### src/hw/rcr_pkg.sv
// Purpose: Constants and types for the regulator control register bank
// Assumes: Control registers are 16 bits wide, interrupt registers 2 bits, one per aligned 32-bit AXI4-Lite word
// Notes: Byte address of a register is four times its index
package rcr_pkg;
   localparam int RCR_ADDR_W = 18;
   localparam int RCR_IDX_W = 16;
   localparam int RCR_IRQ_W = 2;
   // Register indices; byte address = index * 4
   localparam logic [15:0] IDX_B_SLEEP = 16'h407F;
   localparam logic [15:0] IDX_C_GEN = 16'h4080;
   localparam logic [15:0] IDX_C_ON = 16'h4081;
   localparam logic [15:0] IDX_C_SLEEP = 16'h4082;
   localparam logic [15:0] IDX_IRQ_STAT = 16'h4090;
   localparam logic [15:0] IDX_IRQ_MASK = 16'h4091;
   // Field positions
   localparam int UV_ACT_LSB = 14;
   localparam int HWC_SRC_LSB = 11;
   localparam int HWC_VPICK_BIT = 10;
   localparam int HWC_STATE_LSB = 8;
   localparam int FLOAT_BIT = 7;
   localparam int SWITCH_BIT = 6;
   localparam int SLOT_LSB = 13;
   localparam int MODE_BIT = 8;
   localparam int VCODE_LSB = 0;
   localparam int IRQ_UV_BIT = 0;
   localparam int IRQ_SHUT_BIT = 1;
   // Reset values and writable bits
   localparam logic [15:0] GEN_RST = 16'h0200;
   localparam logic [15:0] ON_RST = 16'h0000;
   localparam logic [15:0] SLEEP_RST = 16'h0100;
   localparam logic [15:0] B_SLEEP_RST = 16'h0000;
   localparam logic [15:0] GEN_MASK = 16'hDFC0;
   localparam logic [15:0] SLOTREG_MASK = 16'hE11F;
   localparam logic [15:0] B_SLEEP_MASK = 16'h001F;
   // Field codes
   localparam logic [1:0] UV_IGNORE = 2'h0;
   localparam logic [1:0] UV_REG_OFF = 2'h1;
   localparam logic [1:0] UV_SYS_OFF = 2'h2;
   localparam logic [1:0] HWC_NONE = 2'h0;
   localparam logic [1:0] HWC_IN1 = 2'h1;
   localparam logic [1:0] HWC_IN2 = 2'h2;
   localparam logic [1:0] HWC_EITHER = 2'h3;
   localparam logic [1:0] HWS_OFF = 2'h1;
   localparam logic [1:0] HWS_FOLLOW = 2'h3;
   localparam logic [2:0] SLOT_NEVER = 3'h0;
   localparam logic [2:0] SLOT_LAST = 3'h5;
   localparam logic [2:0] SLOT_HWEN1 = 3'h6;
   localparam logic [2:0] SLOT_HWEN2 = 3'h7;
   localparam logic [2:0] SLP_TRANS_TS5 = 3'h0;
   localparam logic [2:0] SLP_DIS_FIRST = 3'h1;
   localparam logic [2:0] SLP_DIS_LAST = 3'h5;
   localparam logic [2:0] SLP_TRANS_TS3 = 3'h6;
   localparam logic [2:0] SLP_DIS_BASE = 3'h6;
   localparam logic [2:0] TS1 = 3'h1;
   localparam logic [2:0] TS3 = 3'h3;
   localparam logic [2:0] TS5 = 3'h5;
   // Voltage code mapping in millivolts
   localparam logic [11:0] V_BASE_MV = 12'd1000;
   localparam logic [11:0] V_FINE_MV = 12'd50;
   localparam logic [4:0] V_KNEE_CODE = 5'h0D;
   localparam logic [11:0] V_KNEE_MV = 12'd1700;
   localparam logic [11:0] V_COARSE_MV = 12'd100;
   localparam logic [1:0] RESP_OKAY = 2'h0;
   localparam logic [1:0] RESP_SLVERR = 2'h2;
   typedef enum logic [1:0] {ST_OFF, ST_ON, ST_SLEEP} rcr_state_t;
endpackage

### src/hw/rcr_regulator_control.sv
// Purpose: Control registers and state logic for one low-dropout regulator
// Assumes: Sequencer, hardware control and enable inputs are synchronous to clk
// Notes: AXI4-Lite slave, answers a read one cycle and a write two cycles after a complete request
//
// Decided for this implementation: the AXI4-Lite register port.
`timescale 1ns/1ps
////////////////////////////////////////////////////////////////////////////////
module rcr_regulator_control
   import rcr_pkg::*;
(
   input wire logic clk,
   input wire logic rst_b,
   input wire logic [RCR_ADDR_W-1:0] awaddr,
   input wire logic awvalid,
   output logic awready,
   input wire logic [31:0] wdata,
   input wire logic [3:0] wstrb,
   input wire logic wvalid,
   output logic wready,
   output logic [1:0] bresp,
   output logic bvalid,
   input wire logic bready,
   input wire logic [RCR_ADDR_W-1:0] araddr,
   input wire logic arvalid,
   output logic arready,
   output logic [31:0] rdata,
   output logic [1:0] rresp,
   output logic rvalid,
   input wire logic rready,
   input wire logic hwControl1,
   input wire logic hwControl2,
   input wire logic hwEnable1,
   input wire logic hwEnable2,
   input wire logic seqStep,
   input wire logic seqSleeping,
   input wire logic [2:0] seqSlot,
   input wire logic underVoltage,
   output logic regEnable,
   output logic [4:0] voltageCode,
   output logic [11:0] outputMillivolt,
   output logic lowPower,
   output logic outputDischarge,
   output logic switchMode,
   output logic priorSleepCode,
   output logic systemShutdown,
   output logic irq
);
   logic awHeld_ff, wHeld_ff, bvalid_ff, rvalid_ff;
   logic [RCR_IDX_W-1:0] awIdx_ff;
   logic [31:0] wData_ff, rdata_ff;
   logic [3:0] wStrb_ff;
   logic [1:0] bresp_ff, rresp_ff;
   logic [15:0] bSleep_ff, gen_ff, on_ff, sleep_ff;
   logic [RCR_IRQ_W-1:0] irqStat_ff, irqMask_ff, irqSet;
   logic uvPrev_ff, uvRise, hwEnPrev_ff;
   rcr_state_t state_ff, nxt_state;
   logic regEnable_ff, lowPower_ff, discharge_ff, switch_ff, shutdown_ff;
   logic [4:0] vcode_ff, nxt_vcode;
   logic [11:0] mv_ff, nxt_mv;
   logic nxt_enable, nxt_lowPower;
   logic doWrite, arTake, hwActive, hwEnAssigned, hwEnSel, mapped;
   logic [RCR_IDX_W-1:0] arIdx;
   logic [1:0] uvAct, hwSrc, hwState;
   logic [2:0] onSlot, slpSlot, slpTarget;

   // Byte-lane merge limited to the implemented bits
   function automatic logic [15:0] merge(input logic [15:0] old, input logic [31:0] d,
                                         input logic [3:0] s, input logic [15:0] m);
      logic [15:0] v;
      v = old;
      if (s[0]) begin
         v[7:0] = d[7:0];
      end
      if (s[1]) begin
         v[15:8] = d[15:8];
      end
      return v & m;
   endfunction

   ////////////////////////////////////////////////////////////////////////////
   // AXI4-Lite slave
   assign awready = !awHeld_ff && !bvalid_ff;
   assign wready = !wHeld_ff && !bvalid_ff;
   assign arready = !rvalid_ff;
   assign doWrite = awHeld_ff && wHeld_ff && !bvalid_ff;
   assign arTake = arvalid && arready;
   assign arIdx = araddr[RCR_ADDR_W-1:2];
   assign bvalid = bvalid_ff;
   assign bresp = bresp_ff;
   assign rvalid = rvalid_ff;
   assign rdata = rdata_ff;
   assign rresp = rresp_ff;

   always_ff @(posedge clk or negedge rst_b) begin
      if (!rst_b) begin
         awHeld_ff <= 1'b0;
         awIdx_ff <= 16'h0000;
      end else if (awvalid && awready) begin
         awHeld_ff <= 1'b1;
         awIdx_ff <= awaddr[RCR_ADDR_W-1:2];
      end else if (doWrite) begin
         awHeld_ff <= 1'b0;
      end
   end

   always_ff @(posedge clk or negedge rst_b) begin
      if (!rst_b) begin
         wHeld_ff <= 1'b0;
         wData_ff <= 32'h00000000;
         wStrb_ff <= 4'h0;
      end else if (wvalid && wready) begin
         wHeld_ff <= 1'b1;
         wData_ff <= wdata;
         wStrb_ff <= wstrb;
      end else if (doWrite) begin
         wHeld_ff <= 1'b0;
      end
   end

   always_comb begin
      case (awIdx_ff)
         IDX_B_SLEEP, IDX_C_GEN, IDX_C_ON, IDX_C_SLEEP, IDX_IRQ_STAT, IDX_IRQ_MASK: mapped = 1'b1;
         default: mapped = 1'b0;
      endcase
   end

   always_ff @(posedge clk or negedge rst_b) begin
      if (!rst_b) begin
         bvalid_ff <= 1'b0;
         bresp_ff <= RESP_OKAY;
      end else if (doWrite) begin
         bvalid_ff <= 1'b1;
         bresp_ff <= mapped ? RESP_OKAY : RESP_SLVERR;
      end else if (bready) begin
         bvalid_ff <= 1'b0;
      end
   end

   // Registers; status is read-only, writes to it are accepted and dropped
   always_ff @(posedge clk or negedge rst_b) begin
      if (!rst_b) begin
         bSleep_ff <= B_SLEEP_RST;
         gen_ff <= GEN_RST;
         on_ff <= ON_RST;
         sleep_ff <= SLEEP_RST;
         irqMask_ff <= '0;
      end else if (doWrite) begin
         if (awIdx_ff == IDX_B_SLEEP) begin
            bSleep_ff <= merge(bSleep_ff, wData_ff, wStrb_ff, B_SLEEP_MASK);
         end
         if (awIdx_ff == IDX_C_GEN) begin
            gen_ff <= merge(gen_ff, wData_ff, wStrb_ff, GEN_MASK);
         end
         if (awIdx_ff == IDX_C_ON) begin
            on_ff <= merge(on_ff, wData_ff, wStrb_ff, SLOTREG_MASK);
         end
         if (awIdx_ff == IDX_C_SLEEP) begin
            sleep_ff <= merge(sleep_ff, wData_ff, wStrb_ff, SLOTREG_MASK);
         end
         if (awIdx_ff == IDX_IRQ_MASK && wStrb_ff[0]) begin
            irqMask_ff <= wData_ff[RCR_IRQ_W-1:0];
         end
      end
   end

   always_ff @(posedge clk or negedge rst_b) begin
      if (!rst_b) begin
         rvalid_ff <= 1'b0;
         rdata_ff <= 32'h00000000;
         rresp_ff <= RESP_OKAY;
      end else if (arTake) begin
         rvalid_ff <= 1'b1;
         rresp_ff <= RESP_OKAY;
         case (arIdx)
            IDX_B_SLEEP: rdata_ff <= {16'h0000, bSleep_ff};
            IDX_C_GEN: rdata_ff <= {16'h0000, gen_ff};
            IDX_C_ON: rdata_ff <= {16'h0000, on_ff};
            IDX_C_SLEEP: rdata_ff <= {16'h0000, sleep_ff};
            IDX_IRQ_STAT: rdata_ff <= {{(32-RCR_IRQ_W){1'b0}}, irqStat_ff};
            IDX_IRQ_MASK: rdata_ff <= {{(32-RCR_IRQ_W){1'b0}}, irqMask_ff};
            default: begin
               rdata_ff <= 32'h00000000;
               rresp_ff <= RESP_SLVERR;
            end
         endcase
      end else if (rready) begin
         rvalid_ff <= 1'b0;
      end
   end

   ////////////////////////////////////////////////////////////////////////////
   // Field decode
   assign uvAct = gen_ff[UV_ACT_LSB +: 2];
   assign hwSrc = gen_ff[HWC_SRC_LSB +: 2];
   assign hwState = gen_ff[HWC_STATE_LSB +: 2];
   assign onSlot = on_ff[SLOT_LSB +: 3];
   assign slpSlot = sleep_ff[SLOT_LSB +: 3];
   assign priorSleepCode = |bSleep_ff[VCODE_LSB +: 5];

   always_comb begin
      case (hwSrc)
         HWC_IN1: hwActive = hwControl1;
         HWC_IN2: hwActive = hwControl2;
         HWC_EITHER: hwActive = hwControl1 || hwControl2;
         default: hwActive = 1'b0;
      endcase
   end

   assign hwEnAssigned = (onSlot == SLOT_HWEN1) || (onSlot == SLOT_HWEN2);
   assign hwEnSel = (onSlot == SLOT_HWEN1) ? hwEnable1 : hwEnable2;

   // Timeslot at which the sleep code acts
   always_comb begin
      case (slpSlot)
         SLP_TRANS_TS5: slpTarget = TS5;
         SLP_TRANS_TS3: slpTarget = TS3;
         SLOT_HWEN2: slpTarget = TS1;
         default: slpTarget = SLP_DIS_BASE - slpSlot;
      endcase
   end

   ////////////////////////////////////////////////////////////////////////////
   // Undervoltage events and interrupt
   assign uvRise = underVoltage && !uvPrev_ff;

   always_ff @(posedge clk or negedge rst_b) begin
      if (!rst_b) begin
         uvPrev_ff <= 1'b0;
         hwEnPrev_ff <= 1'b0;
      end else begin
         uvPrev_ff <= underVoltage;
         hwEnPrev_ff <= hwEnSel;
      end
   end

   always_comb begin
      irqSet = '0;
      irqSet[IRQ_UV_BIT] = uvRise;
      irqSet[IRQ_SHUT_BIT] = uvRise && (uvAct == UV_REG_OFF);
   end

   // A set in the clearing read's cycle survives
   always_ff @(posedge clk or negedge rst_b) begin
      if (!rst_b) begin
         irqStat_ff <= '0;
      end else if (arTake && arIdx == IDX_IRQ_STAT) begin
         irqStat_ff <= irqSet;
      end else begin
         irqStat_ff <= irqStat_ff | irqSet;
      end
   end

   assign irq = |(irqStat_ff & irqMask_ff);

   always_ff @(posedge clk or negedge rst_b) begin
      if (!rst_b) begin
         shutdown_ff <= 1'b0;
      end else begin
         shutdown_ff <= uvRise && (uvAct == UV_SYS_OFF);
      end
   end
   assign systemShutdown = shutdown_ff;

   ////////////////////////////////////////////////////////////////////////////
   // Regulator state; undervoltage shutdown outranks any sequencer step
   always_comb begin
      nxt_state = state_ff;
      if (uvRise && uvAct == UV_REG_OFF) begin
         nxt_state = ST_OFF;
      end else if (hwEnAssigned) begin
         if (hwEnSel && !hwEnPrev_ff) begin
            nxt_state = ST_ON;
         end else if (!hwEnSel && hwEnPrev_ff) begin
            nxt_state = ST_OFF;
         end else if (seqStep && seqSleeping && seqSlot == slpTarget && state_ff == ST_ON) begin
            nxt_state = ST_SLEEP;
         end
      end else if (seqStep && !seqSleeping && onSlot != SLOT_NEVER && seqSlot == onSlot) begin
         nxt_state = ST_ON;
      end else if (seqStep && seqSleeping && seqSlot == slpTarget && state_ff == ST_ON) begin
         if (slpSlot >= SLP_DIS_FIRST && slpSlot <= SLP_DIS_LAST) begin
            nxt_state = ST_OFF;
         end else begin
            nxt_state = ST_SLEEP;
         end
      end
   end

   always_ff @(posedge clk or negedge rst_b) begin
      if (!rst_b) begin
         state_ff <= ST_OFF;
      end else begin
         state_ff <= nxt_state;
      end
   end

   ////////////////////////////////////////////////////////////////////////////
   // Output settings; active hardware control overrides the voltage code, and either forces the enable off or overrides low power
   always_comb begin
      nxt_enable = (state_ff != ST_OFF);
      nxt_vcode = (state_ff == ST_SLEEP) ? sleep_ff[VCODE_LSB +: 5] : on_ff[VCODE_LSB +: 5];
      nxt_lowPower = (state_ff == ST_SLEEP) ? sleep_ff[MODE_BIT] : on_ff[MODE_BIT];
      if (hwActive) begin
         nxt_vcode = gen_ff[HWC_VPICK_BIT] ? sleep_ff[VCODE_LSB +: 5]
                                           : on_ff[VCODE_LSB +: 5];
         case (hwState)
            HWS_OFF: nxt_enable = 1'b0;
            HWS_FOLLOW: nxt_lowPower = on_ff[MODE_BIT];
            default: nxt_lowPower = 1'b1;
         endcase
      end
      // Codes 00h-0Ch fine steps, 0Dh-1Fh coarse steps
      if (nxt_vcode < V_KNEE_CODE) begin
         nxt_mv = V_BASE_MV + 12'(nxt_vcode * V_FINE_MV);
      end else begin
         nxt_mv = V_KNEE_MV + 12'((nxt_vcode - V_KNEE_CODE) * V_COARSE_MV);
      end
   end

   always_ff @(posedge clk or negedge rst_b) begin
      if (!rst_b) begin
         regEnable_ff <= 1'b0;
         vcode_ff <= 5'h00;
         mv_ff <= V_BASE_MV;
         lowPower_ff <= 1'b0;
         discharge_ff <= 1'b1;
         switch_ff <= 1'b0;
      end else begin
         regEnable_ff <= nxt_enable;
         vcode_ff <= nxt_vcode;
         mv_ff <= nxt_mv;
         lowPower_ff <= nxt_lowPower;
         discharge_ff <= !nxt_enable && !gen_ff[FLOAT_BIT];
         switch_ff <= gen_ff[SWITCH_BIT];
      end
   end

   assign regEnable = regEnable_ff;
   assign voltageCode = vcode_ff;
   assign outputMillivolt = mv_ff;
   assign lowPower = lowPower_ff;
   assign outputDischarge = discharge_ff;
   assign switchMode = switch_ff;

   ////////////////////////////////////////////////////////////////////////////
   // Checks
   uv_irq_set_a: assert property (@(posedge clk) disable iff (!rst_b)
      uvRise |=> irqStat_ff[IRQ_UV_BIT])
      else $error("undervoltage did not set status");
   uv_reg_off_a: assert property (@(posedge clk) disable iff (!rst_b)
      uvRise && uvAct == UV_REG_OFF |=> state_ff == ST_OFF ##1 !regEnable)
      else $error("regulator not shut down on undervoltage");
   uv_sys_off_a: assert property (@(posedge clk) disable iff (!rst_b)
      uvRise && uvAct == UV_SYS_OFF |=> systemShutdown ##1 !systemShutdown)
      else $error("system shutdown pulse wrong");
   hwc_none_a: assert property (@(posedge clk) disable iff (!rst_b)
      hwSrc == HWC_NONE && state_ff == ST_SLEEP |=> voltageCode == $past(sleep_ff[4:0]))
      else $error("hardware control leaked with source off");
   hwc_vpick_a: assert property (@(posedge clk) disable iff (!rst_b)
      hwActive && gen_ff[HWC_VPICK_BIT] |=> voltageCode == $past(sleep_ff[4:0]))
      else $error("hardware voltage pick wrong");
   hwc_off_a: assert property (@(posedge clk) disable iff (!rst_b)
      hwActive && hwState == HWS_OFF |=> !regEnable)
      else $error("hardware control did not turn off");
   hwc_low_power_a: assert property (@(posedge clk) disable iff (!rst_b)
      hwActive && !hwState[0] |=> lowPower)
      else $error("hardware control low power missing");
   float_ctrl_a: assert property (@(posedge clk) disable iff (!rst_b)
      !regEnable |-> outputDischarge == !$past(gen_ff[FLOAT_BIT]))
      else $error("discharge does not follow float bit");
   slot_enable_a: assert property (@(posedge clk) disable iff (!rst_b)
      seqStep && !seqSleeping && !uvRise && !hwEnAssigned && onSlot != SLOT_NEVER
      && seqSlot == onSlot |=> state_ff == ST_ON)
      else $error("timeslot did not enable");
   sleep_disable_a: assert property (@(posedge clk) disable iff (!rst_b)
      seqStep && seqSleeping && !uvRise && !hwEnAssigned && state_ff == ST_ON
      && slpSlot == SLP_DIS_FIRST && seqSlot == TS5 |=> state_ff == ST_OFF)
      else $error("sleep slot did not disable");
   knee_code_a: assert property (@(posedge clk) disable iff (!rst_b)
      voltageCode == V_KNEE_CODE |-> outputMillivolt == V_KNEE_MV)
      else $error("voltage map wrong at knee");
   uv_irq_c: cover property (@(posedge clk) disable iff (!rst_b) uvRise ##1 irq);
   sleep_entry_c: cover property (@(posedge clk) disable iff (!rst_b)
      state_ff == ST_ON ##1 state_ff == ST_SLEEP);
   hwc_active_c: cover property (@(posedge clk) disable iff (!rst_b) hwActive && regEnable);
   sys_off_c: cover property (@(posedge clk) disable iff (!rst_b) systemShutdown);
endmodule // rcr_regulator_control

### config.mk
export PLATFORM = sky130hd
export DESIGN_NAME = rcr_regulator_control
export DESIGN_NICKNAME = d
export VERILOG_FILES = /design/src/hw/rcr_pkg.sv /design/src/hw/rcr_regulator_control.sv
export SDC_FILE = /design/constraint.sdc
export NUM_CORES = 1
export LEC_CHECK = 0
export ABC_AREA = 1
export ABC_CLOCK_PERIOD_IN_PS = 5000
export BUFFER_PORTS_ARGS = -buffer_cell sky130_fd_sc_hd__buf_2
export CAP_MARGIN = 20
export CORE_UTILIZATION = 45
export DETAILED_ROUTE_END_ITERATION = 6
export PLACE_DENSITY = 0.68
export SLEW_MARGIN = 20
export SYNTH_ARGS = -nofsm -noshare
export SYNTH_HDL_FRONTEND = slang
export SYNTH_SLANG_ARGS = --single-unit
### constraint.sdc
create_clock -name clk -period 5 [get_ports clk]
set_clock_uncertainty 0.2 [all_clocks]
set_input_delay 1 -clock clk [delete_from_list [all_inputs] [get_ports clk]]
set_output_delay 1 -clock clk [all_outputs]
set_load 0.005 [all_outputs]
* Word-level counts from Yosys, hierarchy flattened
Index checks and enable logic that the tools add are counted.
** Cells by class
- Add/sub/neg operators :: 4
- $mul :: 2
- Magnitude comparators :: 3
- Eq/ne operators :: 28
- Muxes and demuxes :: 32
- Bitwise operators :: 2
- Reduce and logical (&&, ||, !) cells :: 55
** Operators with widths (number)
- $eq A16 B15 Y1 const B :: 12
- $pmux W16 S6 :: 1
- $logic_and A1 B1 Y1 :: 22
- $mux W2 :: 11
- $reduce_and A3 Y1 :: 7
- $mux W5 :: 3
- $mux W1 :: 13
- $add A10 B11 Y12 const A :: 1
- $add A11 B12 Y12 const A :: 1
- $eq A3 B3 Y1 const B :: 4
- $mul A12 B5 Y10 const B :: 1
- $mux W12 :: 1
- $reduce_or A6 Y1 :: 2
- $eq A2 B2 Y1 const B :: 5
- $logic_not A1 Y1 :: 10
- $mul A5 B5 Y10 const B :: 1
- $reduce_bool A2 Y1 :: 5
- $pmux W3 S3 :: 1
- $eq A2 B1 Y1 const B :: 4
- $eq A3 B3 Y1 :: 2
- $sub A5 B4 Y6 const B :: 1
- $lt A5 B4 Y1 const B :: 1
- $ne A5 B2 Y1 const B :: 1
- $reduce_or A5 Y1 :: 1
- 13 further kinds :: 15
** Storage, ports and cells
- Register bits after elaboration :: 136
- Input port bits :: 89
- Output and inout bits :: 65

* Longest topological paths before layout
Gate-level depths: netlist (run 1).
- Depth after elaboration :: 10
- Depth in mapped cells :: 32
- Mapped depth without buffers :: 32

* Worst setup path after synthesis (run 1)
Ideal clock, no wire load.
- Path kind :: in2reg
- Start point :: input hwControl2
- End point :: register mv_ff[11], in the netlist outputMillivolt[11]
- Library setup time :: 0.117 ns
- Arrival :: 4.760 ns
- Setup slack :: -0.077 ns
- Cell stages on the path :: 30
- Cell sequence :: nand2_1 -> nand2_2 -> inv_2 -> o21ai_0 -> inv_1 -> ha_1 -> inv_1 -> nand2_1 -> inv_1 -> nor2_4 -> nor2_1 -> inv_1 -> ha_1 -> ha_1 -> inv_1 -> fa_1 -> inv_1 -> ha_1 -> nand2_1 -> inv_1 -> nand2_1 -> nand3_1 -> nand2_1 -> nand2_1 -> inv_1 -> nand2_1 -> nand2_1 -> o21ai_1 -> nand3_1 -> nand2_1
** Between the ends
- Cells in the longest elaborated chain, start to end :: 7
- Elaborated cells on any way between the ends :: 10
- Those cells by class :: 3 x add/sub; 2 x mul; 1 x order compare; 3 x mux; 1 x reduce/logical
** RTL lines
- from (decl) :: line rcr_regulator_control.sv:31 : input wire logic hwControl2,
- $logic_or A1 B1 Y1 :: line rcr_regulator_control.sv:204 : HWC_EITHER: hwActive = hwControl1 || hwControl2;
- $pmux W1 S3 * :: line rcr_regulator_control.sv:201 : case (hwSrc)
- $mux W5 * :: line rcr_regulator_control.sv:303 : if (hwActive) begin
- via nxt_vcode[1] :: line rcr_regulator_control.sv:58 : logic [4:0] vcode_ff, nxt_vcode;
- $sub A5 B4 Y6 :: line rcr_regulator_control.sv:316 : nxt_mv = V_KNEE_MV + 12'((nxt_vcode - V_KNEE_CODE) * V_COARSE_MV);
- $mul A12 B5 Y10 :: line rcr_regulator_control.sv:316
- $add A11 B12 Y12 :: line rcr_regulator_control.sv:316
- $mux W12 * :: line rcr_regulator_control.sv:313 : if (nxt_vcode < V_KNEE_CODE) begin
- via nxt_mv[11] :: line rcr_regulator_control.sv:59 : logic [11:0] mv_ff, nxt_mv;
- to (signal assigned) :: line rcr_regulator_control.sv:331 : mv_ff <= nxt_mv;
- to (decl) :: line rcr_regulator_control.sv:59
The timed path passes the listed nets; every way through them passes the cells marked *.
A chain may end at the register's enable or synchronous reset.

* Final worst setup path (run 1)
Same ends and word-level chain as after synthesis.

==> results summary, run 1 <==
In this design, the largest share of critical-path delay is due to adder cells. The post-CTS setup repair buffer count is 0. The die extent in y came out at 124 um. The worst slack on hold paths came out at 0.273 ns. The worst-path cell with the longest stage delay is sky130_fd_sc_hd__fa_1.

The number of hold violations in the final report came to 0. Clock latency on the worst-skew pair, taken at its later pin, is 0.42 ns. Of the synthesized area, sequential elements account for 43.0%. Counting cells, the worst reg-to-reg path comes to 25. The first routing iteration left about 280 violations. The core utilization of the finished layout came out at 57.2%. The total count of max-transition violations in the final report came out at 0.

For this configuration, the core starts out at a cell density of 46.2%. For this run, the leading register cell type out of synthesis is sky130_fd_sc_hd__dfrtp_1. The worst setup path is captured at a register.

The net switching power figure is 0.00102 W. The post-CTS clock slew at the launch and capture registers of the worst setup and hold paths came out at 0.06 ns. Entering global routing, the biggest net connects 68 pins. The number of nets still failing antenna checks after routing is 0.

The static leakage is 4.39 nW. The startpoint of the worst hold path is rdata[13]. The instance count of the mapped netlist came out at a little over 800. The library cell used most frequently in the layout, excluding fill and tap cells, is sky130_fd_sc_hd__nand2_1. The final design area excluding fillers came out at 0.00832 sq mm.

The mean routed wirelength per cell came out at 13.0 um. The CTS tree is built. In this run, distinct cell masters in the synthesized netlist total 47.

The headroom to the max-slew limit is 44.1%. The post-synthesis average cell area is 8.16 sq um. The vias per cell came out at 4.86.

The clock group share of total power came out at 40.1%. The data arrival time of the critical path came out at 4.75 ns. Measured along the x axis, the die boundary spans around 120 um. Setup violations remaining at the end of the flow were counted as 0. The power after layout is 0.00332 W. The global-route wire length before repair came out at ~25000 um.

The mapped cell area is 0.00672 sq mm. The peak per-stage delay on the critical path is between 0.4 and 0.5 ns. The total wire length is 15200 um. The critical-path maximum fanout came out at 5. The row count is 44.

At the worst endpoint, the required time is 5.10 ns. The maximum clock rate is ~220 MHz. The global router's overall resource usage is 21.1%. The count of state elements after synthesis is 115. The residual DRC count came out at 0. In the layout the commonest cells are sky130_fd_sc_hd__nand2_1, sky130_fd_sc_hd__inv_1, sky130_fd_sc_hd__buf_2, sky130_fd_sc_hd__dfrtp_1, sky130_fd_sc_hd__nor2_1. The via count of the first global-routing pass came to 5221. The initial antenna violation count is 0. The flow ran to the end, and the final reports show no timing, DRC or antenna violations. The shortest clock period the worst path allows after layout is 4.65 ns.

The total congestion overflow after global routing is 0. The endpoint of the worst-slack reg-to-reg timing path is outputMillivolt[11]. The cell depth of the worst min-delay path is 2.

IR analysis of the VDD net gives a maximum drop of roughly 320 uV. The tightest min-delay check is of the register to register type. The share of total power consumed by net switching is 30.8%. The source of the worst register-to-register timing path is gen_ff[10].

The proportion of synthesized flip-flops having asynchronous set or reset came out at 100%. The number of placed I/O pins came out at 154. Counting both buffers and inverters, the worst setup path holds a total of 4.

The register share of total power came out at 36.0%. The core region area came out at between 0.01 and 0.015 sq mm. The floorplan step defined a die boundary enclosing 0.0154 sq mm.

The end point of the most critical hold path is rdata[13]. The longest clock path from root to sink contains 2 buffers. The standard cell area after detailed placement is 0.00764 sq mm. The worst setup path is launched from a primary input.

The reported max-cap violation count is 0. The Yosys step of the flow raised 0 warnings. The first TritonRoute pass finished after 4 iterations. The setup slack of the most critical reg-to-reg path is 0.51 ns. Combinational logic is responsible for roughly a quarter of the overall power. The sink count of the clock tree came out at 115. After layout, the worst path uses just over 90% of the clock period. Internal power comes to 0.00229 W.

At the pin with the least slew margin, the transition time is between 0.8 and 0.9 ns. Port buffering added 110 buffers. The area growth from synthesis to layout is 23.8%. In this run the number of H-tree levels came out at 4. The total power per unit cell area is around 400 mW/mm^2. Setup repair after global routing left no endpoint under its margin. The fraction of layout cells with a size suffix above 1 is between 20% and 30%. The cell at the root of the clock tree is sky130_fd_sc_hd__clkbuf_16. The antenna diode count came out at 0. The placer congestion estimate is 0.825. The synthesized design contains 0 enable-type register cells. Summing over every cut layer, the via total after detailed routing is 5700. The net count of the finished layout came out at 1114. The path type of the worst setup path is primary input to register. The number of clock buffers inserted by TritonCTS is 17. The HPWL after detailed placement is 11400 um.
-- stage by stage --
stage | setup TNS, ns | instances | setup WS, ns
global route | 0 | 1174 | 0.00216
global placement | -0.0524 | 1142 | -0.0524
detailed placement | -0.172 | 1142 | -0.105
finish | 0 | 1174 | 0.349
floorplan | 0 | 842 | 0.104
CTS | 0 | 1174 | 0.316
-- state kept, by name, indices dropped and copies added, names as in the netlist, 2 cells and up --
name,count
gen_ff,9
awIdx_ff,16
outputMillivolt,11
voltageCode,5
state_ff,2
irqMask_ff,2
bSleep_ff,5
rdata,15
irqStat_ff,2
wStrb_ff,2
wData_ff,15
on_ff,9
sleep_ff,9
-- area by class of cell --
cell class                 count  area [sq um]
clock inverter                15           219
sequential                   115          2890
tap                          184           230
timing repair buffer         147           831
clock buffer                  17           425
fill                        1399          6220
inverter                     120           450
multi-input combinational    576          3270
-- synthesized netlist by cell type, types with 11 or more instances --
cell,instances,area [sq um]
sky130_fd_sc_hd__a21oi_1,30,150
sky130_fd_sc_hd__buf_4,20,150
sky130_fd_sc_hd__dfrtp_1,106,2650
sky130_fd_sc_hd__ha_1,42,526
sky130_fd_sc_hd__inv_1,109,409
sky130_fd_sc_hd__inv_2,11,41.3
sky130_fd_sc_hd__mux2_2,12,135
sky130_fd_sc_hd__nand2_1,188,706
sky130_fd_sc_hd__nand3_1,46,230
sky130_fd_sc_hd__nand4_1,11,68.8
sky130_fd_sc_hd__nor2_1,73,274
sky130_fd_sc_hd__o21ai_0,37,185
sky130_fd_sc_hd__o21ai_1,37,185
-- how the worst max path moves through the flow --
stage                          start                  end  slack, ns  depth (start not counted)
after floorplan           hwControl2  outputMillivolt[11]       0.10                         30
after detailed placement  hwControl2  outputMillivolt[11]      -0.10                         32
after global routing      hwControl2  outputMillivolt[11]      0.002                         33
after CTS                 hwControl2  outputMillivolt[11]       0.32                         31
final                     hwControl2  outputMillivolt[11]       0.35                         25
after global placement    hwControl2  outputMillivolt[11]      -0.05                         33
-- cells by family (layout without fill, tap and decap cells) --
group                    count (synthesis)  in the layout  synth area share (%)
XOR/XNOR                                14             14                  1.83
other                                    1             20                0.0558
AND/OR/NAND/NOR                        349            349                  22.9
AO/OA/AOI/OAI                          132            132                  10.7
buffers and inverters                  151            299                  9.76
flip-flops                             115            115                  43.0
multiplexers                            13             13                  2.18
adder cells (fa/ha/maj)                 48             48                  9.61
-- worst reg2reg max path, stage by stage, from the launching register on --
cell and delay (ns):
sky130_fd_sc_hd__dfrtp_1 0.53, sky130_fd_sc_hd__or2_1 0.30, sky130_fd_sc_hd__nand2_1 0.07, sky130_fd_sc_hd__nand2_1 0.07, sky130_fd_sc_hd__nand2_1 0.08, sky130_fd_sc_hd__inv_1 0.10, sky130_fd_sc_hd__ha_1 0.22, sky130_fd_sc_hd__a21o_1 0.21
sky130_fd_sc_hd__xor2_1 0.20, sky130_fd_sc_hd__ha_1 0.18, sky130_fd_sc_hd__inv_1 0.05, sky130_fd_sc_hd__fa_1 0.47, sky130_fd_sc_hd__inv_1 0.06, sky130_fd_sc_hd__fa_1 0.49, sky130_fd_sc_hd__ha_4 0.29, sky130_fd_sc_hd__nand2_1 0.06
sky130_fd_sc_hd__nor2_1 0.08, sky130_fd_sc_hd__nand2_1 0.07, sky130_fd_sc_hd__nand3_1 0.07, sky130_fd_sc_hd__nand2_1 0.05, sky130_fd_sc_hd__nand2_1 0.08, sky130_fd_sc_hd__nand3_1 0.07, sky130_fd_sc_hd__nand2_1 0.10, sky130_fd_sc_hd__o21ai_1 0.07
sky130_fd_sc_hd__nand3_1 0.14, sky130_fd_sc_hd__nand2_1 0.06
-- timing repair --
| item | CTS | global route |
|---|---|---|
| hold buffers | 0 | 0 |
| endpoints found under the setup margin | 0 | 1 |
| gates resized for setup | 0 | 3 |
-- per-layer routing --
| metal | vias up | wire length [um] | track usage (%) | share of wire, % |
|---|---|---|---|---|
| li1 | 2948 | - | - | - |
| met1 | 2579 | 7540 | 29.1 | 49 |
| met2 | 152 | 6590 | 32.0 | 43 |
| met3 | 21 | 889 | 5.31 | 5.8 |
| met4 | 0 | 233 | 7.66 | 1.5 |
| met5 | - | 0 | 0 | 0 |
-- power by group through the flow --
stage / Combinational, W / Sequential (W) / Clock [W]
floorplan: 0.000545 / 0.00120 / 0
global placement: 0.000765 / 0.00120 / 0
detailed placement: 0.000782 / 0.00121 / 0
CTS: 0.000789 / 0.00120 / 0.00135
global route: 0.000916 / 0.00122 / 0.00140
finish: 0.000795 / 0.00119 / 0.00133
No activity file was read; power rests on OpenSTA's default activity.
==> run 2, diff against run 1 <==
--- a/config.mk
+++ b/config.mk
@@ -6,7 +6,7 @@
 export NUM_CORES = 1
 export LEC_CHECK = 0
 export ABC_AREA = 1
-export ABC_CLOCK_PERIOD_IN_PS = 5000
+export ABC_CLOCK_PERIOD_IN_PS = 5500
 export BUFFER_PORTS_ARGS = -buffer_cell sky130_fd_sc_hd__buf_2
 export CAP_MARGIN = 20
 export CORE_UTILIZATION = 45
==> constraint.sdc (replaced) <==
create_clock -name clk -period 5.5 [get_ports clk]
set_clock_uncertainty 0.2 [all_clocks]
set_input_delay 1.1 -clock clk [delete_from_list [all_inputs] [get_ports clk]]
set_output_delay 1.1 -clock clk [all_outputs]
set_load 0.005 [all_outputs]
==> run 2 against run 1 <==
Effect of this change:
- global-route usage is 0.56 points lower
- die area unchanged
- wire length decreased by 5.2%
- sequential share of layout area is 1.0 points higher
==> results summary, run 2 (synthesized netlist as in run 1, its figures left out) <==
The internal portion of the total power is slightly above 0.002 W. The flow ran to the end, and the final reports show no timing, DRC or antenna violations. Cells with a size suffix above 1 make up 20.7% of the layout. The peak per-stage delay on the critical path is 0.42 ns.

The global-route wire length before repair came out at between 20000 and 25000 um. The most numerous cell type found on the critical path is sky130_fd_sc_hd__nand2_1. Across all layers, the routed design uses 5600 vias. TritonCTS created 17 clock buffers. The core utilization of the finished layout came out at a little under three fifths. The area growth from synthesis to layout is 20.2%. The top cell types in the final layout, fill and taps aside, are sky130_fd_sc_hd__nand2_1, sky130_fd_sc_hd__inv_1, sky130_fd_sc_hd__buf_2, sky130_fd_sc_hd__dfrtp_1, sky130_fd_sc_hd__nor2_1.

Power spread over the standard cell area amounts to 363 mW/mm^2. Entering global routing, the biggest net connects 72 pins. The shortest clock period the worst path allows after layout came out at 4.92 ns. The number of hold violations in the final report came out at 0. The count of buffers inserted at the top-level ports came out at 110. For this run, design rule violations remaining after detail routing come to 0. The setup path with the least slack is of type primary input to register. The maximum clock rate is a little over 200 MHz. The via count of the first global-routing pass came to 5191. The worst-path cell with the longest stage delay is sky130_fd_sc_hd__fa_1.

The insertion delay of the later-clocked pin in the worst-skew pair is 0.41 ns. Measured along the x axis, the die boundary spans 124 um. Pin placement for this block handled 154 I/O pins.

The count of endpoints failing setup in the final report came out at 0. The die covers 0.0154 sq mm. STA puts the critical path data arrival time at 5.02 ns. Adding up every negative setup slack in the final design gives 0 ns. The sink count of the clock tree came out at 115. The mean routed wirelength per cell came out at about 13 um. The placer congestion estimate is 0.859. The worst setup path is launched from a primary input.

The length in cells of the worst reg-to-reg path is 31. Clock-pin slew was measured on the worst setup and hold paths at 0.05 ns. The endpoint type of the worst setup path is a register.

The global router's overall resource usage came out at roughly a fifth. The number of detailed-route iterations in the first pass is 5. Leaving out fill and tap cells, the most frequent cell in the layout is sky130_fd_sc_hd__nand2_1. The startpoint identified for the worst hold timing path is rdata[14]. The initial core utilization came out at between 40% and 50%. No sink is reached through more buffers than the 2 on the longest clock path.

The register share of total power came out at between 30% and 40%. The count of filler cells inserted in the layout is 1350. The vias per cell came out at just under 5. The share of total power consumed by net switching is 29.9%. The transition time at the pin with the least slew margin is 0.877 ns. In this run the critical register-to-register path is captured at outputMillivolt[11]. The total wire length came out at around 14000 um. The number of cells upsized or downsized after cts came out at 0.

In this run the critical register-to-register path is launched from gen_ff[11]. The headroom to the max-slew limit is between 40% and 50%. TritonCTS built the clock tree. The post-CTS setup repair buffer count came out at 0. The count of nets left with antenna violations once routing finished came out at 0.

The setup slack of the most critical reg-to-reg path came out at 0.88 ns. The worst hold path belongs to the class register to register. The core region area is 0.0145 sq mm.

The violation count after the first detailed-route iteration is 332. The tool flagged a number of max-cap violations equal to 0. The launching instance or port of the critical path is hwControl2. 0 antenna diodes ended up in the layout. The initial antenna violation count is 0. The clock group share of total power came out at 40.2%. The part of the cycle the worst path needs is between 80 and 90%.

The analysis attributes to net switching a power of 0.000877 W. Hold is met by 0.272 ns. The flip-flop count of the largest register after layout came out at 16.

Summed over all cells, the static leakage comes to between 4 and 5 nW. The register name with the most flops is awIdx_ff. The finished cells cover 0.00808 sq mm. The total congestion overflow after global routing is 0.

The post-cts hold buffer count came out at 0. The total count of max-transition violations in the final report was 0. The power after layout is between 0.002 and 0.003 W. VDD sags by at most 316 uV. The combinational share of power is between 20% and 30%.

The H-tree depth reported by CTS came out at 4. The endpoint required time on the critical path came out at 5.60 ns. The critical-path maximum fanout is 8. The standard cell area after detailed placement came out at roughly 0.0074 sq mm. The placed wire-length estimate after detailed placement is 10900 um. Setup repair after global routing left no endpoint under its margin. The path with the worst hold slack has its endpoint at rdata[14].

The cell at the root of the clock tree is sky130_fd_sc_hd__clkbuf_16. The die extent in y came out at 124 um. The net count of the finished layout came out at 1086.

The floorplan has 44 rows. The cell depth of the worst min-delay path is 2.
-- run 2: cell count changes in the layout (fill, tap and decap cells not counted), moves of 2 or more --
cell	delta
sky130_fd_sc_hd__buf_4	-29
sky130_fd_sc_hd__inv_6	-3
sky130_fd_sc_hd__inv_8	-3
sky130_fd_sc_hd__clkbuf_8	+2
sky130_fd_sc_hd__clkinv_2	+2
sky130_fd_sc_hd__ha_1	+2
sky130_fd_sc_hd__ha_4	-2
-- run 2: layer usage --
| metal | GRT usage (%) | up-vias | routed length [um] |
|---|---|---|---|
| li1 | - | 2885 | - |
| met1 | 28.6 | 2531 | 7130 |
| met2 | 31.0 | 167 | 6200 |
| met3 | 4.26 | 17 | 933 |
| met4 | 8.78 | 0 | 186 |
| met5 | 0 | - | 0 |
-- run 2: power groups by stage --
stage          clock, W  sequential [W]  combinational [W]
5_1_grt         0.00123         0.00111           0.000774
2_1_floorplan         0         0.00109           0.000496
3_5_place_dp          0         0.00110           0.000659
6_report        0.00118         0.00109           0.000664
4_1_cts         0.00119         0.00109           0.000665
3_3_place_gp          0         0.00110           0.000647
-- run 2: worst max path at each step --
stage	to	slack, ns	depth (start not counted)
final	outputMillivolt[11]	0.58	32
after global routing	outputMillivolt[11]	0.11	32
after CTS	outputMillivolt[11]	0.51	32
after detailed placement	outputMillivolt[11]	0.09	32
after global placement	outputMillivolt[11]	0.13	32
after floorplan	outputMillivolt[11]	0.32	30
-- run 2: critical path, delay by kind of cell --
family	cells	cell delay, ns
AND/OR/NAND/NOR	16	1.26
adder cells (fa/ha/maj)	5	1.59
buffers and inverters	10	0.83
AO/OA/AOI/OAI	1	0.25
-- run 2: stage by stage --
step,instances,setup slack (ns)
floorplan,842,0.323
global placement,1113,0.128
detailed placement,1113,0.0926
CTS,1145,0.507
global route,1146,0.109
finish,1146,0.580
-- run 2: area by class of cell --
cell class | count | area, sq um | share of cell area, %
flip-flops and latches | 115 | 2890 | 35.8
clock buffers | 20 | 457 | 5.66
clock inverters | 12 | 178 | 2.20
inverters | 120 | 450 | 5.58
well taps | 184 | 230 | 2.85
repair buffers | 119 | 628 | 7.78
multi-input cells | 576 | 3240 | 40.2
==> run 3, diff against run 2 <==
--- a/config.mk
+++ b/config.mk
@@ -12,6 +12,7 @@
 export CORE_UTILIZATION = 45
 export DETAILED_ROUTE_END_ITERATION = 6
 export PLACE_DENSITY = 0.68
+export REMOVE_ABC_BUFFERS = 1
 export SLEW_MARGIN = 20
 export SYNTH_ARGS = -nofsm -noshare
 export SYNTH_HDL_FRONTEND = slang
==> run 3 against run 2 <==
Effect of this change:
- first-iteration DRC count decreased by 7.2%
- combinational power increased by 1%
- final cell count increased by 0.17%
- wire length rose by 3.3%
- sequential cell count unchanged
- largest power group is now sequential cells
- count of clock-buffer cells in the layout decreased by 2
- clock power shrank 12%
==> results summary, run 3 (synthesized netlist as in run 1, its figures left out) <==
The shortest clock period the worst path allows after layout is around 5 ns. The H-tree depth reported by CTS came out at 4. The via count of the first global-routing pass is 5362. The endpoint type of the worst setup path is a register. TritonCTS built the clock tree. The count of endpoints failing setup in the final report is 0. The count of buffers inserted at the top-level ports is 110.

Summing all flip-flop and latch instances after layout gives 0.00289 sq mm. The total congestion overflow after global routing came out at 0. The overall via count from detail_route came out at roughly 5700. The routed design has ~15000 um of wire. The area used by multi-input combinational logic came out at 0.00324 sq mm.

The largest single stage delay on the critical path is about 0.50 ns. Dividing the detail-routed wire length by the instance count gives about 13 um. The residual DRC count is 0. The endpoint required time on the critical path is 5.61 ns. The register name with the most flops is awIdx_ff. The accumulated negative setup slack came out at 0 ns. The global router's overall resource usage is 21.7%. The initial core utilization came out at 46.2%. The final design area excluding fillers came out at 0.00801 sq mm. The detailed route wirelength on metal2 came out at 6740 um. The congestion estimate from routability-driven global placement came to around 0.83.

The placed wire-length estimate after detailed placement is 11300 um. After floorplanning, the core was sized to cover approximately 0.015 sq mm. The row count came out at 44. The kind of cell with the highest combined delay along the critical path is adder cells.

The number of cells upsized or downsized after cts is 0. The classification of the worst-slack hold path is register to register. The worst-case IR drop observed on VDD is 237 uV.

The critical-path maximum fanout is 8. Once detail routing completed, the nets flagged for antenna violations numbered 0. The wire length on met3 is roughly 900 um. The flip-flop count of the largest register after layout came out at 16. Summed over all cells, the static leakage comes to 4.21 nW. The number of clock buffers added by TritonCTS is 17.

The die extent in y is 124 um. For this block, the initial DRC count from the detailed router was 308. The transition time at the pin with the least slew margin came out at 0.856 ns.

For the worst setup path, the data arrival time is 5.09 ns. The worst setup path is launched from a primary input. The clock drives 115 sinks.

The count of filler cells inserted in the layout came out at 1397. The first global-routing pass estimated between 20000 and 30000 um of wire. The most common cell after layout, fill and taps aside is sky130_fd_sc_hd__nand2_1. The maximum number of pins on one net before global-route repair is 70. Derived from the worst setup path, the maximum achievable clock frequency is 201 MHz. The vias per cell is 4.93.

The post-CTS setup repair buffer count is 0. The highest metal layer carrying signal wires in the routed design is met4. Setup repair after global routing left no endpoint under its margin. The number of placed I/O pins came out at 154.

The combined buffer and inverter count along the critical path came out at 9. The fraction of layout cells with a size suffix above 1 came out at a little over a fifth. The longest clock path from root to sink contains 2 buffers. The number of detailed-route iterations in the first pass is 4. In this design, the critical path's most frequently occurring cell is sky130_fd_sc_hd__inv_1. The area growth from synthesis to layout is 19.2%. 0 antenna diodes ended up in the layout. The net count of the finished layout came out at 1088. The headroom to the max-slew limit is around 43%. The full die area came out at roughly 0.015 sq mm. The total power per unit cell area is between 300 and 400 mW/mm^2. Among all stages on the critical path, the largest delay is contributed by sky130_fd_sc_hd__fa_1. The insertion delay of the later-clocked pin in the worst-skew pair is 0.42 ns. In the final routing, the length of wire on met1 measures 7130 um. Clock tree synthesis selected as its root buffer the cell sky130_fd_sc_hd__clkbuf_16.

Leaving out fill and tap cells, the most frequent cells in the layout are sky130_fd_sc_hd__nand2_1, sky130_fd_sc_hd__inv_1, sky130_fd_sc_hd__buf_2, sky130_fd_sc_hd__dfrtp_1, sky130_fd_sc_hd__nor2_1. The number of hold violations in the final report came out at 0. The die span in x is 124 um. The post-cts hold buffer count came out at 0. The critical path is of the primary input to register type. After detailed placement, the total cell area comes to ~0.0074 sq mm.

The run finished with clean final reports. The reported max-cap violation count came out at 0. The initial antenna violation count came out at 0. The total count of max-transition violations in the final report came to 0. The part of the cycle the worst path needs came out at roughly 90%. The post-CTS clock slew at the launch and capture registers of the worst setup and hold paths came out at 0.06 ns.
## run 3: changes by cell type in the layout (fill, tap and decap cells not counted)
cell / before / now
sky130_fd_sc_hd__buf_4: 9 / 12
sky130_fd_sc_hd__clkbuf_8: 2 / 1
sky130_fd_sc_hd__buf_8: 1 / 0
sky130_fd_sc_hd__clkinv_2: 3 / 1
sky130_fd_sc_hd__bufinv_16: 4 / 0
sky130_fd_sc_hd__clkinvlp_4: 1 / 4
sky130_fd_sc_hd__inv_6: 2 / 6
sky130_fd_sc_hd__clkbuf_1: 1 / 0
sky130_fd_sc_hd__inv_8: 0 / 2
sky130_fd_sc_hd__clkinv_4: 2 / 1
## run 3: where the power goes
part           internal, W  switching (W)
logic             0.000266       0.000405
registers          0.00101      0.0000816
clock network     0.000600       0.000438
total              0.00187       0.000925
## run 3: metal layers
| metal | track usage, % | vias up |
|---|---|---|
| met2 | 33.8 | 163 |
| met5 | 0 | - |
| met4 | 7.81 | 0 |
| met3 | 5.95 | 16 |
| li1 | - | 2882 |
| met1 | 28.9 | 2595 |
## run 3: worst paths after layout
path | start | endpoint | slack (ns) | depth (start not counted)
setup / recovery | hwControl1 | outputMillivolt[11] | 0.52 | 27
hold / removal | gen_ff[6] | switchMode | 0.20 | 0
setup reg to reg | state_ff[0] | outputMillivolt[11] | 0.83 | 27
hold reg to reg | gen_ff[6] | switchMode | 0.20 | 0
max in group asynchronous | rst_b | awIdx_ff[0] | 3.37 | 2
min in group asynchronous | rst_b | rvalid | 0.59 | 1
## run 3: layout make-up
type,instances,share of cell area [%]
repair buffers,121,7.94
clock inverters,14,1.48
multi-input cells,576,40.5
clock buffers,18,5.49
well taps,184,2.88
inverters,120,5.63
flip-flops and latches,115,36.1
## run 3: worst reg2reg max path, delay by kind of cell, from the launching register on
| kind | cells | cell delay (ns) |
|---|---|---|
| compound gates | 1 | 0.16 |
| buf+inv | 7 | 0.72 |
| xor+xnor | 1 | 0.25 |
| flops | 1 | 0.42 |
| fa+ha+maj | 5 | 1.64 |
| simple gates | 13 | 1.17 |
## run 3: through the flow
| step | hold WS, ns | setup slack, ns | instances | utilization (%) | total power [W] |
|---|---|---|---|---|---|
| floorplan | 0.174 | 0.322 | 811 | - | 0.00156 |
| global placement | 0.187 | 0.141 | 1116 | 51.2 | 0.00175 |
| detailed placement | 0.193 | 0.0996 | 1116 | 51.2 | 0.00178 |
| CTS | 0.203 | 0.543 | 1148 | 55.1 | 0.00283 |
| global route | 0.219 | 0.0517 | 1148 | 55.1 | 0.00299 |
| finish | 0.203 | 0.524 | 1148 | 55.1 | 0.00280 |
